==> src/bpt_pkg.sv <==
// Package with register map, field positions and modes of the breakpoint and tagging block.
package bpt_pkg;
  // ==========================================================================
  // Register byte addresses (APB, one aligned word each).
  localparam logic [7:0] ADDR_CTRL0     = 8'h80;
  localparam logic [7:0] ADDR_CTRL1     = 8'h84;
  localparam logic [7:0] ADDR_ADDR_HIGH = 8'h88;
  localparam logic [7:0] ADDR_ADDR_LOW  = 8'h8C;
  localparam logic [7:0] ADDR_DATA_HIGH = 8'h90;
  localparam logic [7:0] ADDR_DATA_LOW  = 8'h94;
  localparam logic [7:0] ADDR_STATUS    = 8'h98;
  // Printed register indices; byte address is four times these.
  localparam logic [7:0] IDX_CTRL0      = 8'h20;
  localparam logic [7:0] IDX_CTRL1      = 8'h21;
  localparam logic [7:0] IDX_ADDR_HIGH  = 8'h22;
  localparam logic [7:0] IDX_ADDR_LOW   = 8'h23;
  localparam logic [7:0] IDX_DATA_HIGH  = 8'h24;
  localparam logic [7:0] IDX_DATA_LOW   = 8'h25;
  // ==========================================================================
  // Reset values.
  localparam logic [7:0] RESET_BYTE     = 8'h00;
  // ==========================================================================
  // Control register 0 fields.
  localparam int MODE_HI_BIT      = 7;
  localparam int MODE_LO_BIT      = 6;
  localparam int PROG_ONLY_BIT    = 5;
  localparam int BP1_RANGE_BIT    = 3;
  localparam int BP0_RANGE_BIT    = 2;
  localparam logic [7:0] CTRL0_WMASK = 8'hEC;
  // Control register 1 fields.
  localparam int DCMP_EN_BIT      = 6;
  localparam int DMASK_HI_BIT     = 5;
  localparam int DMASK_LO_BIT     = 4;
  localparam int BP1_QUAL_BIT     = 3;
  localparam int BP1_TYPE_BIT     = 2;
  localparam int BP0_QUAL_BIT     = 1;
  localparam int BP0_TYPE_BIT     = 0;
  localparam logic [7:0] CTRL1_WMASK = 8'h7F;
  // ==========================================================================
  // Breakpoint modes.
  typedef enum logic [1:0]
  {
    MODE_OFF,
    MODE_SWI_DUAL,
    MODE_BDM_FULL,
    MODE_BDM_DUAL
  } bpt_mode_t;
  // Tagging control states.
  typedef enum logic [1:0]
  {
    TAG_IDLE,
    TAG_ARMED,
    TAG_HALT
  } bpt_tag_state_t;
  localparam int QUEUE_DEPTH = 4;
endpackage

==> src/bpt_tag_queue.sv <==
// Small instruction queue memory carrying program bytes with their tag bits.
`timescale 1ns/1ps
`default_nettype none
module bpt_tag_queue
(
  input  wire logic        clk,
  input  wire logic        reset,
  input  wire logic        push,
  input  wire logic [17:0] push_word,
  input  wire logic        pop,
  output var  logic [17:0] head_word,
  output var  logic        head_valid
);
  // ==========================================================================
  // Storage.
  logic [17:0] mem_q [bpt_pkg::QUEUE_DEPTH];
  logic [17:0] mem_d [bpt_pkg::QUEUE_DEPTH];
  logic [1:0]  wr_q, wr_d, rd_q, rd_d;
  logic [2:0]  cnt_q, cnt_d;
  logic [17:0] head_d;
  logic        hv_d;

  // Pointers, count and registered head; a full queue drops pushes, the CPU never overfills it.
  always_comb
  begin
    mem_d  = mem_q;
    wr_d   = wr_q;
    rd_d   = rd_q;
    cnt_d  = cnt_q;
    if (pop && cnt_q != 3'h0)
    begin
      rd_d  = rd_q + 2'h1;
      cnt_d = cnt_d - 3'h1;
    end
    if (push && cnt_q != 3'h4)
    begin
      mem_d[wr_q] = push_word;
      wr_d        = wr_q + 2'h1;
      cnt_d       = cnt_d + 3'h1;
    end
    head_d = mem_d[rd_d];
    hv_d   = cnt_d != 3'h0;
  end

  // Registers only.
  always_ff @(posedge clk)
  begin
    if (reset)
    begin
      for (int i = 0; i < bpt_pkg::QUEUE_DEPTH; i++)
        mem_q[i] <= 18'h0_0000;
      wr_q       <= 2'h0;
      rd_q       <= 2'h0;
      cnt_q      <= 3'h0;
      head_word  <= 18'h0_0000;
      head_valid <= 1'b0;
    end
    else
    begin
      mem_q      <= mem_d;
      wr_q       <= wr_d;
      rd_q       <= rd_d;
      cnt_q      <= cnt_d;
      head_word  <= head_d;
      head_valid <= hv_d;
    end
  end
endmodule
`default_nettype wire

==> src/bpt_breakpoint.sv <==
// Breakpoint compare, direction qualification and instruction tagging unit with APB registers.
`timescale 1ns/1ps
`default_nettype none
module bpt_breakpoint
(
  input  wire logic        clk,
  input  wire logic        reset,
  // APB slave.
  input  wire logic        psel,
  input  wire logic        penable,
  input  wire logic        pwrite,
  input  wire logic [31:0] paddr,
  input  wire logic [31:0] pwdata,
  output var  logic [31:0] prdata,
  output var  logic        pready,
  output var  logic        pslverr,
  // CPU bus cycle under watch.
  input  wire logic        bus_valid,
  input  wire logic [15:0] bus_addr,
  input  wire logic [15:0] bus_data,
  input  wire logic        bus_read,
  // Program fetch into the instruction queue and its retirement.
  input  wire logic        fetch_valid,
  input  wire logic [15:0] fetch_word,
  input  wire logic        instr_retire,
  // Debug control.
  input  wire logic        tag_go_command,
  input  wire logic        background_debug_mode,
  input  wire logic        bus_clock_out,
  // Shared pins (inputs come from outside the clock domain).
  input  wire logic        low_byte_strobe,
  input  wire logic        background_serial_pin,
  // Results.
  output var  logic        breakpoint_zero,
  output var  logic        breakpoint_one,
  output var  logic        swi_request,
  output var  logic        tag_enter_background,
  output var  logic        serial_cmd_enable,
  output var  logic        tagging_active,
  output var  logic [15:0] head_instr
);
  // ==========================================================================
  // Register state.
  logic [7:0] ctrl0_q, ctrl0_d, ctrl1_q, ctrl1_d;
  logic [7:0] ah_q, ah_d, al_q, al_d, dh_q, dh_d, dl_q, dl_d;
  logic [31:0] prdata_d;
  logic        pready_d, pslverr_d;
  logic        access;

  // Matches the printed index scaled to a byte address.
  function automatic logic hit(input logic [31:0] a, input logic [7:0] idx);
    hit = (a[31:10] == 22'h0) && (a[9:0] == {idx, 2'b00});
  endfunction

  // Compare one byte; a disabled compare always agrees.
  function automatic logic byte_ok(input logic en, input logic [7:0] r, input logic [7:0] b);
    byte_ok = !en || (r == b);
  endfunction

  // Direction check: qualification off ignores the bus; 0 selects writes, 1 reads.
  function automatic logic dir_ok(input logic qual, input logic typ, input logic rd);
    dir_ok = !qual || (typ == rd);
  endfunction

  assign access = psel && penable;

  // ==========================================================================
  // APB decode; answer after one wait state, unmapped addresses read zero with an error.
  always_comb
  begin
    ctrl0_d   = ctrl0_q;
    ctrl1_d   = ctrl1_q;
    ah_d      = ah_q;
    al_d      = al_q;
    dh_d      = dh_q;
    dl_d      = dl_q;
    prdata_d  = 32'h0000_0000;
    pready_d  = access && !pready;
    pslverr_d = 1'b0;
    if (access && !pready)
    begin
      if (hit(paddr, bpt_pkg::IDX_CTRL0))
      begin
        prdata_d = {24'h00_0000, ctrl0_q};
        if (pwrite)
          ctrl0_d = pwdata[7:0] & bpt_pkg::CTRL0_WMASK;
      end
      else if (hit(paddr, bpt_pkg::IDX_CTRL1))
      begin
        prdata_d = {24'h00_0000, ctrl1_q};
        if (pwrite)
          ctrl1_d = pwdata[7:0] & bpt_pkg::CTRL1_WMASK;
      end
      else if (hit(paddr, bpt_pkg::IDX_ADDR_HIGH))
      begin
        prdata_d = {24'h00_0000, ah_q};
        if (pwrite)
          ah_d = pwdata[7:0];
      end
      else if (hit(paddr, bpt_pkg::IDX_ADDR_LOW))
      begin
        prdata_d = {24'h00_0000, al_q};
        if (pwrite)
          al_d = pwdata[7:0];
      end
      else if (hit(paddr, bpt_pkg::IDX_DATA_HIGH))
      begin
        prdata_d = {24'h00_0000, dh_q};
        if (pwrite)
          dh_d = pwdata[7:0];
      end
      else if (hit(paddr, bpt_pkg::IDX_DATA_LOW))
      begin
        prdata_d = {24'h00_0000, dl_q};
        if (pwrite)
          dl_d = pwdata[7:0];
      end
      else if (paddr == {24'h00_0000, bpt_pkg::ADDR_STATUS})
        prdata_d = {28'h000_0000, tagging_active, tag_enter_background, breakpoint_one, breakpoint_zero};
      else
        pslverr_d = 1'b1;
    end
  end

  // ==========================================================================
  // Breakpoint comparison.
  bpt_pkg::bpt_mode_t mode;
  logic dual, full, m_ah, m_al, m_dh, m_dl, bp0_d, bp1_d, swi_d, bp_en;

  always_comb
  begin
    mode  = bpt_pkg::bpt_mode_t'({ctrl0_q[bpt_pkg::MODE_HI_BIT], ctrl0_q[bpt_pkg::MODE_LO_BIT]});
    dual  = (mode == bpt_pkg::MODE_SWI_DUAL) || (mode == bpt_pkg::MODE_BDM_DUAL);
    full  = (mode == bpt_pkg::MODE_BDM_FULL);
    // Breakpoints are held off while the CPU runs background code.
    bp_en = bus_valid && !background_debug_mode;
    m_ah  = byte_ok(1'b1, ah_q, bus_addr[15:8]);
    m_al  = byte_ok(ctrl0_q[bpt_pkg::BP0_RANGE_BIT], al_q, bus_addr[7:0]);
    m_dh  = full ? byte_ok(ctrl1_q[bpt_pkg::DCMP_EN_BIT] && !ctrl1_q[bpt_pkg::DMASK_HI_BIT],
                           dh_q, bus_data[15:8])
                 : byte_ok(1'b1, dh_q, bus_addr[15:8]);
    m_dl  = full ? byte_ok(ctrl1_q[bpt_pkg::DCMP_EN_BIT] && !ctrl1_q[bpt_pkg::DMASK_LO_BIT],
                           dl_q, bus_data[7:0])
                 : byte_ok(ctrl0_q[bpt_pkg::BP1_RANGE_BIT], dl_q, bus_addr[7:0]);
    bp0_d = 1'b0;
    bp1_d = 1'b0;
    swi_d = 1'b0;
    case (mode)
      bpt_pkg::MODE_OFF:
        bp0_d = 1'b0;
      bpt_pkg::MODE_BDM_FULL:
        bp0_d = bp_en && m_ah && m_al && m_dh && m_dl
              && dir_ok(ctrl1_q[bpt_pkg::BP0_QUAL_BIT], ctrl1_q[bpt_pkg::BP0_TYPE_BIT], bus_read);
      bpt_pkg::MODE_BDM_DUAL:
      begin
        bp0_d = bp_en && m_ah && m_al
              && dir_ok(ctrl1_q[bpt_pkg::BP0_QUAL_BIT], ctrl1_q[bpt_pkg::BP0_TYPE_BIT], bus_read);
        bp1_d = bp_en && ctrl1_q[bpt_pkg::DCMP_EN_BIT] && m_dh && m_dl
              && dir_ok(ctrl1_q[bpt_pkg::BP1_QUAL_BIT], ctrl1_q[bpt_pkg::BP1_TYPE_BIT], bus_read);
      end
      bpt_pkg::MODE_SWI_DUAL:
      begin
        // Direction bits do not apply in the software interrupt mode.
        bp0_d = bp_en && m_ah && m_al;
        bp1_d = bp_en && ctrl1_q[bpt_pkg::DCMP_EN_BIT] && m_dh && m_dl;
        swi_d = bp0_d || bp1_d;
      end
      default:
        bp0_d = 1'b0;
    endcase
    if (!dual)
      bp1_d = 1'b0;
  end

  // ==========================================================================
  // Tag pin synchronisers and bus clock fall detection.
  logic [1:0] lo_sync_q, hi_sync_q, clk_sync_q;
  logic       clk_prev_q, tag_lo_q, tag_hi_q, tag_lo_d, tag_hi_d, fall;
  bpt_pkg::bpt_tag_state_t tstate_q, tstate_d;
  logic       enter_d;
  logic [17:0] head_word;
  logic        head_valid;

  assign fall = clk_prev_q && !clk_sync_q[1];

  // Tag state: armed by the tag-go command outside background mode, dropped when background mode starts.
  always_comb
  begin
    tstate_d = tstate_q;
    tag_lo_d = tag_lo_q;
    tag_hi_d = tag_hi_q;
    enter_d  = 1'b0;
    if (tstate_q == bpt_pkg::TAG_ARMED && fall)
    begin
      tag_lo_d = !lo_sync_q[1];
      tag_hi_d = !hi_sync_q[1];
    end
    case (tstate_q)
      bpt_pkg::TAG_IDLE:
      begin
        // Tags latched in an earlier session must not mark fetches after the next tag-go.
        tag_lo_d = 1'b0;
        tag_hi_d = 1'b0;
        if (tag_go_command && !background_debug_mode)
          tstate_d = bpt_pkg::TAG_ARMED;
      end
      bpt_pkg::TAG_ARMED:
        if (background_debug_mode)
          tstate_d = bpt_pkg::TAG_IDLE;
        else if (head_valid && (head_word[17] || head_word[16]))
        begin
          tstate_d = bpt_pkg::TAG_HALT;
          enter_d  = 1'b1;
        end
      bpt_pkg::TAG_HALT:
        if (background_debug_mode)
          tstate_d = bpt_pkg::TAG_IDLE;
        else
          enter_d = 1'b1;
      default:
        tstate_d = bpt_pkg::TAG_IDLE;
    endcase
  end

  // Tagged instruction queue; a tagged head is held, not retired.
  bpt_tag_queue u_queue
  (
    .clk        (clk),
    .reset      (reset),
    .push       (fetch_valid),
    .push_word  ({tag_hi_q && tstate_q == bpt_pkg::TAG_ARMED,
                  tag_lo_q && tstate_q == bpt_pkg::TAG_ARMED, fetch_word}),
    .pop        (instr_retire && !enter_d),
    .head_word  (head_word),
    .head_valid (head_valid)
  );

  // ==========================================================================
  // All registers.
  always_ff @(posedge clk)
  begin
    if (reset)
    begin
      ctrl0_q    <= bpt_pkg::RESET_BYTE;
      ctrl1_q    <= bpt_pkg::RESET_BYTE;
      ah_q       <= bpt_pkg::RESET_BYTE;
      al_q       <= bpt_pkg::RESET_BYTE;
      dh_q       <= bpt_pkg::RESET_BYTE;
      dl_q       <= bpt_pkg::RESET_BYTE;
      prdata     <= 32'h0000_0000;
      pready     <= 1'b0;
      pslverr    <= 1'b0;
      breakpoint_zero      <= 1'b0;
      breakpoint_one       <= 1'b0;
      swi_request          <= 1'b0;
      lo_sync_q  <= 2'b11;
      hi_sync_q  <= 2'b11;
      clk_sync_q <= 2'b00;
      clk_prev_q <= 1'b0;
      tag_lo_q   <= 1'b0;
      tag_hi_q   <= 1'b0;
      tstate_q   <= bpt_pkg::TAG_IDLE;
      tag_enter_background <= 1'b0;
      serial_cmd_enable    <= 1'b1;
      tagging_active       <= 1'b0;
      head_instr <= 16'h0000;
    end
    else
    begin
      ctrl0_q    <= ctrl0_d;
      ctrl1_q    <= ctrl1_d;
      ah_q       <= ah_d;
      al_q       <= al_d;
      dh_q       <= dh_d;
      dl_q       <= dl_d;
      prdata     <= prdata_d;
      pready     <= pready_d;
      pslverr    <= pslverr_d;
      breakpoint_zero      <= bp0_d;
      breakpoint_one       <= bp1_d;
      swi_request          <= swi_d;
      lo_sync_q  <= {lo_sync_q[0], low_byte_strobe};
      hi_sync_q  <= {hi_sync_q[0], background_serial_pin};
      clk_sync_q <= {clk_sync_q[0], bus_clock_out};
      clk_prev_q <= clk_sync_q[1];
      tag_lo_q   <= tag_lo_d;
      tag_hi_q   <= tag_hi_d;
      tstate_q   <= tstate_d;
      tag_enter_background <= enter_d;
      serial_cmd_enable    <= tstate_d == bpt_pkg::TAG_IDLE;
      tagging_active       <= tstate_d != bpt_pkg::TAG_IDLE;
      head_instr <= head_word[15:0];
    end
  end
endmodule
`default_nettype wire

==> config.mk <==
export PLATFORM = sky130hd
export DESIGN_NAME = bpt_breakpoint
export DESIGN_NICKNAME = d
export VERILOG_FILES = /design/src/bpt_pkg.sv /design/src/bpt_tag_queue.sv /design/src/bpt_breakpoint.sv
export SDC_FILE = /design/constraint.sdc
export NUM_CORES = 1
export LEC_CHECK = 0
export BUFFER_PORTS_ARGS = -buffer_cell sky130_fd_sc_hd__buf_2
export CORE_ASPECT_RATIO = 0.7
export CORE_MARGIN = 2
export CORE_UTILIZATION = 55
export CTS_CLUSTER_DIAMETER = 40
export CTS_CLUSTER_SIZE = 10
export DETAILED_ROUTE_END_ITERATION = 8
export GPL_TIMING_DRIVEN = 0
export PLACE_DENSITY_LB_ADDON = 0.2
export SLEW_MARGIN = 20
export SYNTH_ARGS = -nofsm -noshare
export SYNTH_HDL_FRONTEND = slang
export SYNTH_SLANG_ARGS = --single-unit
==> constraint.sdc <==
create_clock -name clk -period 3.5 [get_ports clk]
set_input_delay 0 -clock clk [delete_from_list [all_inputs] [get_ports clk]]
set_output_delay 0 -clock clk [all_outputs]
set_load 0.1 [all_outputs]
=== Yosys cells after proc, flatten, opt, wreduce, memory -nomap -nowiden ===
Index checks and enable logic that the tools add are counted.

* Output and inout bits: 56
* Logic and storage cells: 176
* Bits of input ports: 126
* Flip-flop bits (word level): 209

* Multiplexer cells: 31
* Bitwise gates (word level): 10
* Add/subtract/negate cells: 4
* Magnitude comparators: 3
* Reduce and logical (&&, ||, !) cells: 73
* Equality and inequality tests: 21

{| class="wikitable"
|+ Operator list
! cell !! count
|-
| $bwmux 72 || 1
|-
| $mux 72 || 1
|-
| $eq 10x8->1 const B || 6
|-
| $mux 18 || 3
|-
| $eq 8x8->1 || 6
|-
| $mux 8 || 6
|-
| $bmux 18 s2 || 1
|-
| $demux 18 s2 || 1
|-
| $eq 32x8->1 const B || 1
|-
| $logic_and 1x1->1 || 31
|-
| $logic_not 22->1 || 1
|-
| $logic_not 1->1 || 14
|-
| $mux 2 || 5
|-
| $logic_or 1x1->1 || 9
|-
| $not 1->1 || 8
|-
| $reduce_and 8->1 || 1
|-
| $reduce_or 2->1 || 4
|-
| $reduce_or 8->1 || 1
|-
| $reduce_and 7->1 || 1
|-
| $eq 2x2->1 const B || 3
|-
| $ge 3x3->1 const B || 2
|-
| $logic_not 2->1 || 3
|-
| $mux 1 || 6
|-
| $mux 3 || 2
|-
| other kinds (19) || 25
|}

=== Depth between registers and ports, before layout ===
* Word-level depth: 13
* Gate-level depth with buffers: 12
* Gate-level depth less buffers: 11

=== Hierarchy ===
From an unflattened synthesis, not the netlist that was laid out.

* Cells, all modules: 830
* Area total of the unflattened synthesis: 8,314.2 µm²

{| class="wikitable"
|+ Modules (own cells, without submodules)
! module !! cells each !! times used !! area each (µm²) !! seq. area each (µm²)
|-
| bpt_breakpoint || 443 || 1 || 4,251.6 || 1,741.7
|-
| bpt_tag_queue || 387 || 1 || 4,062.6 || 1,961.9
|}

=== Worst setup path after synthesis ===
OpenSTA, ideal clock, no wires.

* Kind: reg-to-reg
* Start point: register tstate_q[0]
* End point: register u_queue.head_word[10]
* Path buffers: 3
* Stages on the path, launching flop included: 12
* Setup time: 120 ps
* Clock period less this slack: 2,654 ps
* Arrival time: 2,534 ps
* Setup slack: 846 ps
* Required time: 3,380 ps
* Cells stage by stage: dfxtp_1 inv_1 ha_1 or2b_1 o2111a_1 buf_6 xnor2_2 buf_6 buf_6 o32a_1 a22o_1 a211o_1

* Longest elaborated chain between the ends: 10
* Elaborated cells between the ends (all ways): 11
* Those cells by class: eq/ne (2); mux (5); bitwise (1); reduce/logical (3)

{| class="wikitable"
|+ Ends and longest elaborated chain
! what !! line !! text
|-
| start, declared || bpt_breakpoint.sv:179 || <nowiki>bpt_pkg::bpt_tag_state_t tstate_q, tstate_d;</nowiki>
|-
| start signal, assigned || bpt_breakpoint.sv:262 || <nowiki>tstate_q <= bpt_pkg::TAG_IDLE;</nowiki>
|-
| start signal, assigned || bpt_breakpoint.sv:288 || <nowiki>tstate_q <= tstate_d;</nowiki>
|-
| $eq 2x2->1 / $eq 2x1->1 (equally long branches) || bpt_breakpoint.sv:198 || <nowiki>case (tstate_q)</nowiki>
|-
| $pmux 1 s2 (*) || bpt_breakpoint.sv:198 ||
|-
| $logic_not 1->1 (*) || bpt_breakpoint.sv:233 || <nowiki>.pop (instr_retire && !enter_d),</nowiki>
|-
| $logic_and 1x1->1 (*) || bpt_breakpoint.sv:233 ||
|-
| $logic_and 1x1->1 (*) || bpt_tag_queue.sv:30 || <nowiki>if (pop && cnt_q != 3'h0)</nowiki>
|-
| $mux 2 (*) || bpt_tag_queue.sv:30 ||
|-
| $not 2->3 (not written as such) (*) || bpt_tag_queue.sv:41 || <nowiki>head_d = mem_d[rd_d];</nowiki>
|-
| $bmux 18 s2 (*) || bpt_tag_queue.sv:41 ||
|-
| $mux 18 (not written as such) (*) (2 in series) || bpt_tag_queue.sv:41 ||
|-
| end signal, assigned || bpt_tag_queue.sv:55 || <nowiki>head_word <= 18'h0_0000;</nowiki>
|-
| end signal, assigned || bpt_tag_queue.sv:64 || <nowiki>head_word <= head_d;</nowiki>
|-
| end, declared || bpt_tag_queue.sv:11 || <nowiki>output var logic [17:0] head_word,</nowiki>
|}

Every way passes the cells marked *; elsewhere a longest branch is shown, timed or not. The select of a mux whose other input is x is not followed.
A chain may end at the register's enable or synchronous reset.

=== Worst setup path after layout ===
* Start point: register tstate_q[0]
* End point: register u_queue.head_word[7]

The elaborated chain is that of the path after synthesis.

==> run metrics <==
reg2reg start tstate_q[0]$_SDFF_PP0_; io pins roughly 180; Die W ~150 µm; htree depth 4; Final Slew Violations 0; Worst-path clk slew ~70 ps; FFs w/ async S/R, synth 0%; Worst path max stage delay around 440 ps; count leader, synth dfxtp_1; share of the synthesized area in the top cell type between 40% and 50%; largest cells by area after synthesis dfxtp_1, nand2_1, mux2i_1; worst rel slew slack between 40% and 50%; initial antenna violation count 0; HP Start bus_addr[13]; crit-path max FO 10; RSZ-0062 raised after global routing no; CP Data Required Time about 3800 ps; crit path DAT 3450 ps; Peak VDD IR 0.405 mV; Yosys warnings 0; worst skew pair latency 440 ps; RD Place Congestion just over 1; Core Box Area 15500 µm²; Final Core Density 68.6%; Die H approximately 110 µm; final hold slack between 30 and 40 ps; pre-CTS setup slack 461 ps; 1st-iter DRT viols a little under 1k; worst setup margin between 300 and 400 ps; Final min period 3130 ps; first-pass GRT wire length slightly above 40000 µm; CTS Buf Count 17; PortBufs about 130; Wirelength per Cell about 18 µm; Hold Crit Endpoint breakpoint_zero$_SDFF_PP0_; Detail Route Antenna Nets 0; Commonest cells post-synth dfxtp_1, nand2_1, nor2_1; Yosys cell types 57; fin crit share roughly nine tenths; Worst Hold Depth 6; layout cell share with drive strength beyond 1 17.3%; WL final roughly 27000 µm; Critical Path End Type flop; Top Family by Delay on Critical Path compound AO/OA/AOI/OAI gates; PD cells around 630 nW/µm²; WP depth 9; Setup crit start tstate_q[0]$_SDFF_PP0_; DP HPWL around 20000 µm; WP buf/inv 2; Max Cap Viol 0; Clock Skew about 11 ps; Max clock buf depth 2; CTS Root Cell clkbuf_16; Post-CTS Setup Bufs 0; Final Hold Viols 0; reg2reg setup slack between 300 and 400 ps; Yosys top cell by area dfxtp_1; Post-route DRC 0; Setup TNS Final 0 ps; post-CTS sizing 0; Worst Setup Start Kind flop; clk sink count between 150 and 200; WS Path Type reg2reg; drt first pass iters 5; Leak around 4.6 nW; Starting Density between 50% and 60%; register bit total from synthesis roughly 190; sequential share of the synthesized area around 42%; Syn Inst Count 1025; worst hold path type in2reg; n_diodes 0; max frequency between 300 and 400 MHz; vias in the first global route 7231; Final setup violation count 0; status completed; fillers 1295; CP max-delay cell xnor2_2; CTS tree done; row count 38; number of enable flip-flop cells after synthesis 0; GRT Total Usage a little under a third; Synth Cell Area 8730 µm²; top_reg_cell synth dfxtp_1; Vias/cell about 5.7; Post-layout nets between 1k and 1.5k; crit path cell chain inv_1, ha_1, or2b_1, o2111ai_2, xnor2_2, clkbuf_1, a22oi_1, a22o_1, a211o_1; total gr overflow 0; depth of the worst register-to-register path 9; Avg Inst Size Synth roughly 8.5 µm²; Layout area overhead 21.8%; largest net degree at the start of global routing 20; slew of the pin with the lowest slew margin between 800 and 900 ps; vias 8212; Die ar. around 17000 µm²; reg2reg end u_queue.head_word[7]$_SDFF_PP0_
-- cell usage in the layout, fill, tap and decap left out, types with 3 or more instances in the layout --
master	synthesis	final
buf_4	24	24
inv_1	35	35
xnor2_1	28	28
a211o_1	16	16
nand2_1	160	160
mux2_2	3	3
ha_1	11	11
nand3_1	12	12
a21oi_1	86	86
o22ai_1	3	3
clkinv_4	0	4
a22o_1	16	16
o2111a_1	3	3
dlygate4sd3_1	0	33
clkbuf_1	46	46
clkbuf_16	0	17
or2_2	6	6
nor4_1	21	21
a211oi_1	3	3
o21ai_0	21	21
dfxtp_1	185	185
nor2_1	94	94
conb_1	1	24
nor2b_1	24	24
buf_6	3	3
nor3b_1	3	3
xor2_1	26	26
buf_2	9	141
o2111ai_1	3	3
nor3_1	4	4
a2111oi_0	5	5
mux2i_1	58	58
a22oi_1	16	16
buf_1	4	4
o32a_1	16	16
inv_8	0	7
and2_1	6	6
nand4_1	10	10
and3_1	30	30
-- power breakdown --
part / total [W] / internal, W / switching (W)
clock network: 0.00188 / 0.000954 / 0.000923
logic: 0.00242 / 0.000807 / 0.00161
registers: 0.00241 / 0.00232 / 0.0000885
total: 0.00670 / 0.00408 / 0.00262
-- cell families (layout without fill, tap and decap cells) --
kind of cell	count (synthesis)	in the layout	share of synthesized area [%]
other	1	24	0.0430
AO/OA/AOI/OAI	207	207	16.1
AND/OR/NAND/NOR	382	382	20.1
buffers and inverters	121	318	6.62
multiplexers	62	62	7.30
adder cells (fa/ha/maj)	11	11	1.58
flip-flops	185	185	42.4
XOR/XNOR	56	56	5.79
-- worst max path at each step --
| stage | slack [ps] | end |
|---|---|---|
| 6_report | 370 | u_queue.head_word[7]$_SDFF_PP0_ |
| 2_1_floorplan | 850 | u_queue.head_word[10]$_SDFF_PP0_ |
| 3_5_place_dp | 460 | u_queue.head_word[6]$_SDFF_PP0_ |
| 4_1_cts | 430 | u_queue.head_word[6]$_SDFF_PP0_ |
| 5_1_grt | 170 | u_queue.head_word[6]$_SDFF_PP0_ |
| 3_3_place_gp | 480 | u_queue.head_word[6]$_SDFF_PP0_ |
-- metrics by stage --
stage | total power, W | instance area (µm²) | std cells
after global placement | 0.00475 | 9730 | 1380
after detailed placement | 0.00476 | 9730 | 1380
after floorplan | 0.00413 | 8820 | 1048
after CTS | 0.00665 | 10600 | 1445
final | 0.00670 | 10600 | 1445
after global routing | 0.00699 | 10600 | 1445
-- flip-flops by register name, summed over array words and instances, names as in the netlist, 5 cells and up --
name and count:
ah_q 8, al_q 8, ctrl0_q 5, ctrl1_q 7, dh_q 8, dl_q 8
head_instr 16, prdata 8, u_queue.head_word 18, u_queue.mem_q 72
-- worst reg2reg max path: stages, from the launching register on --
cell and delay (ps):
dfxtp_1 420, inv_1 100, ha_1 310, or2b_1 230, o2111ai_2 270, xnor2_2 440
clkbuf_1 440, a22oi_1 260, a22o_1 230, a211o_1 320
-- per-layer routing --
layer / GRT usage [%] / share of wire, % / routed length (µm)
met1: 48.9 / 48 / 12700
met2: 42.4 / 38 / 10200
met3: 9.22 / 13 / 3530
met4: 6.94 / 0.94 / 250
met5: 0 / 0 / 0
-- final cells by class --
class | instances | area, µm² | share of cell area (%)
repair buffers | 165 | 991 | 9.32
inverters | 35 | 131 | 1.24
well taps | 200 | 250 | 2.35
clock inverters | 15 | 154 | 1.45
plain buffers | 86 | 447 | 4.20
clock buffers | 17 | 425 | 4.00
multi-input cells | 742 | 4530 | 42.6
flip-flops and latches | 185 | 3700 | 34.8
-- repair_timing --
action | 4_1_cts | 5_1_grt
endpoints found under the setup margin | 0 | 0
endpoints found under the hold margin | 136 | 0
hold buffers | 33 | 0
Power figures use the tool's default switching activity.
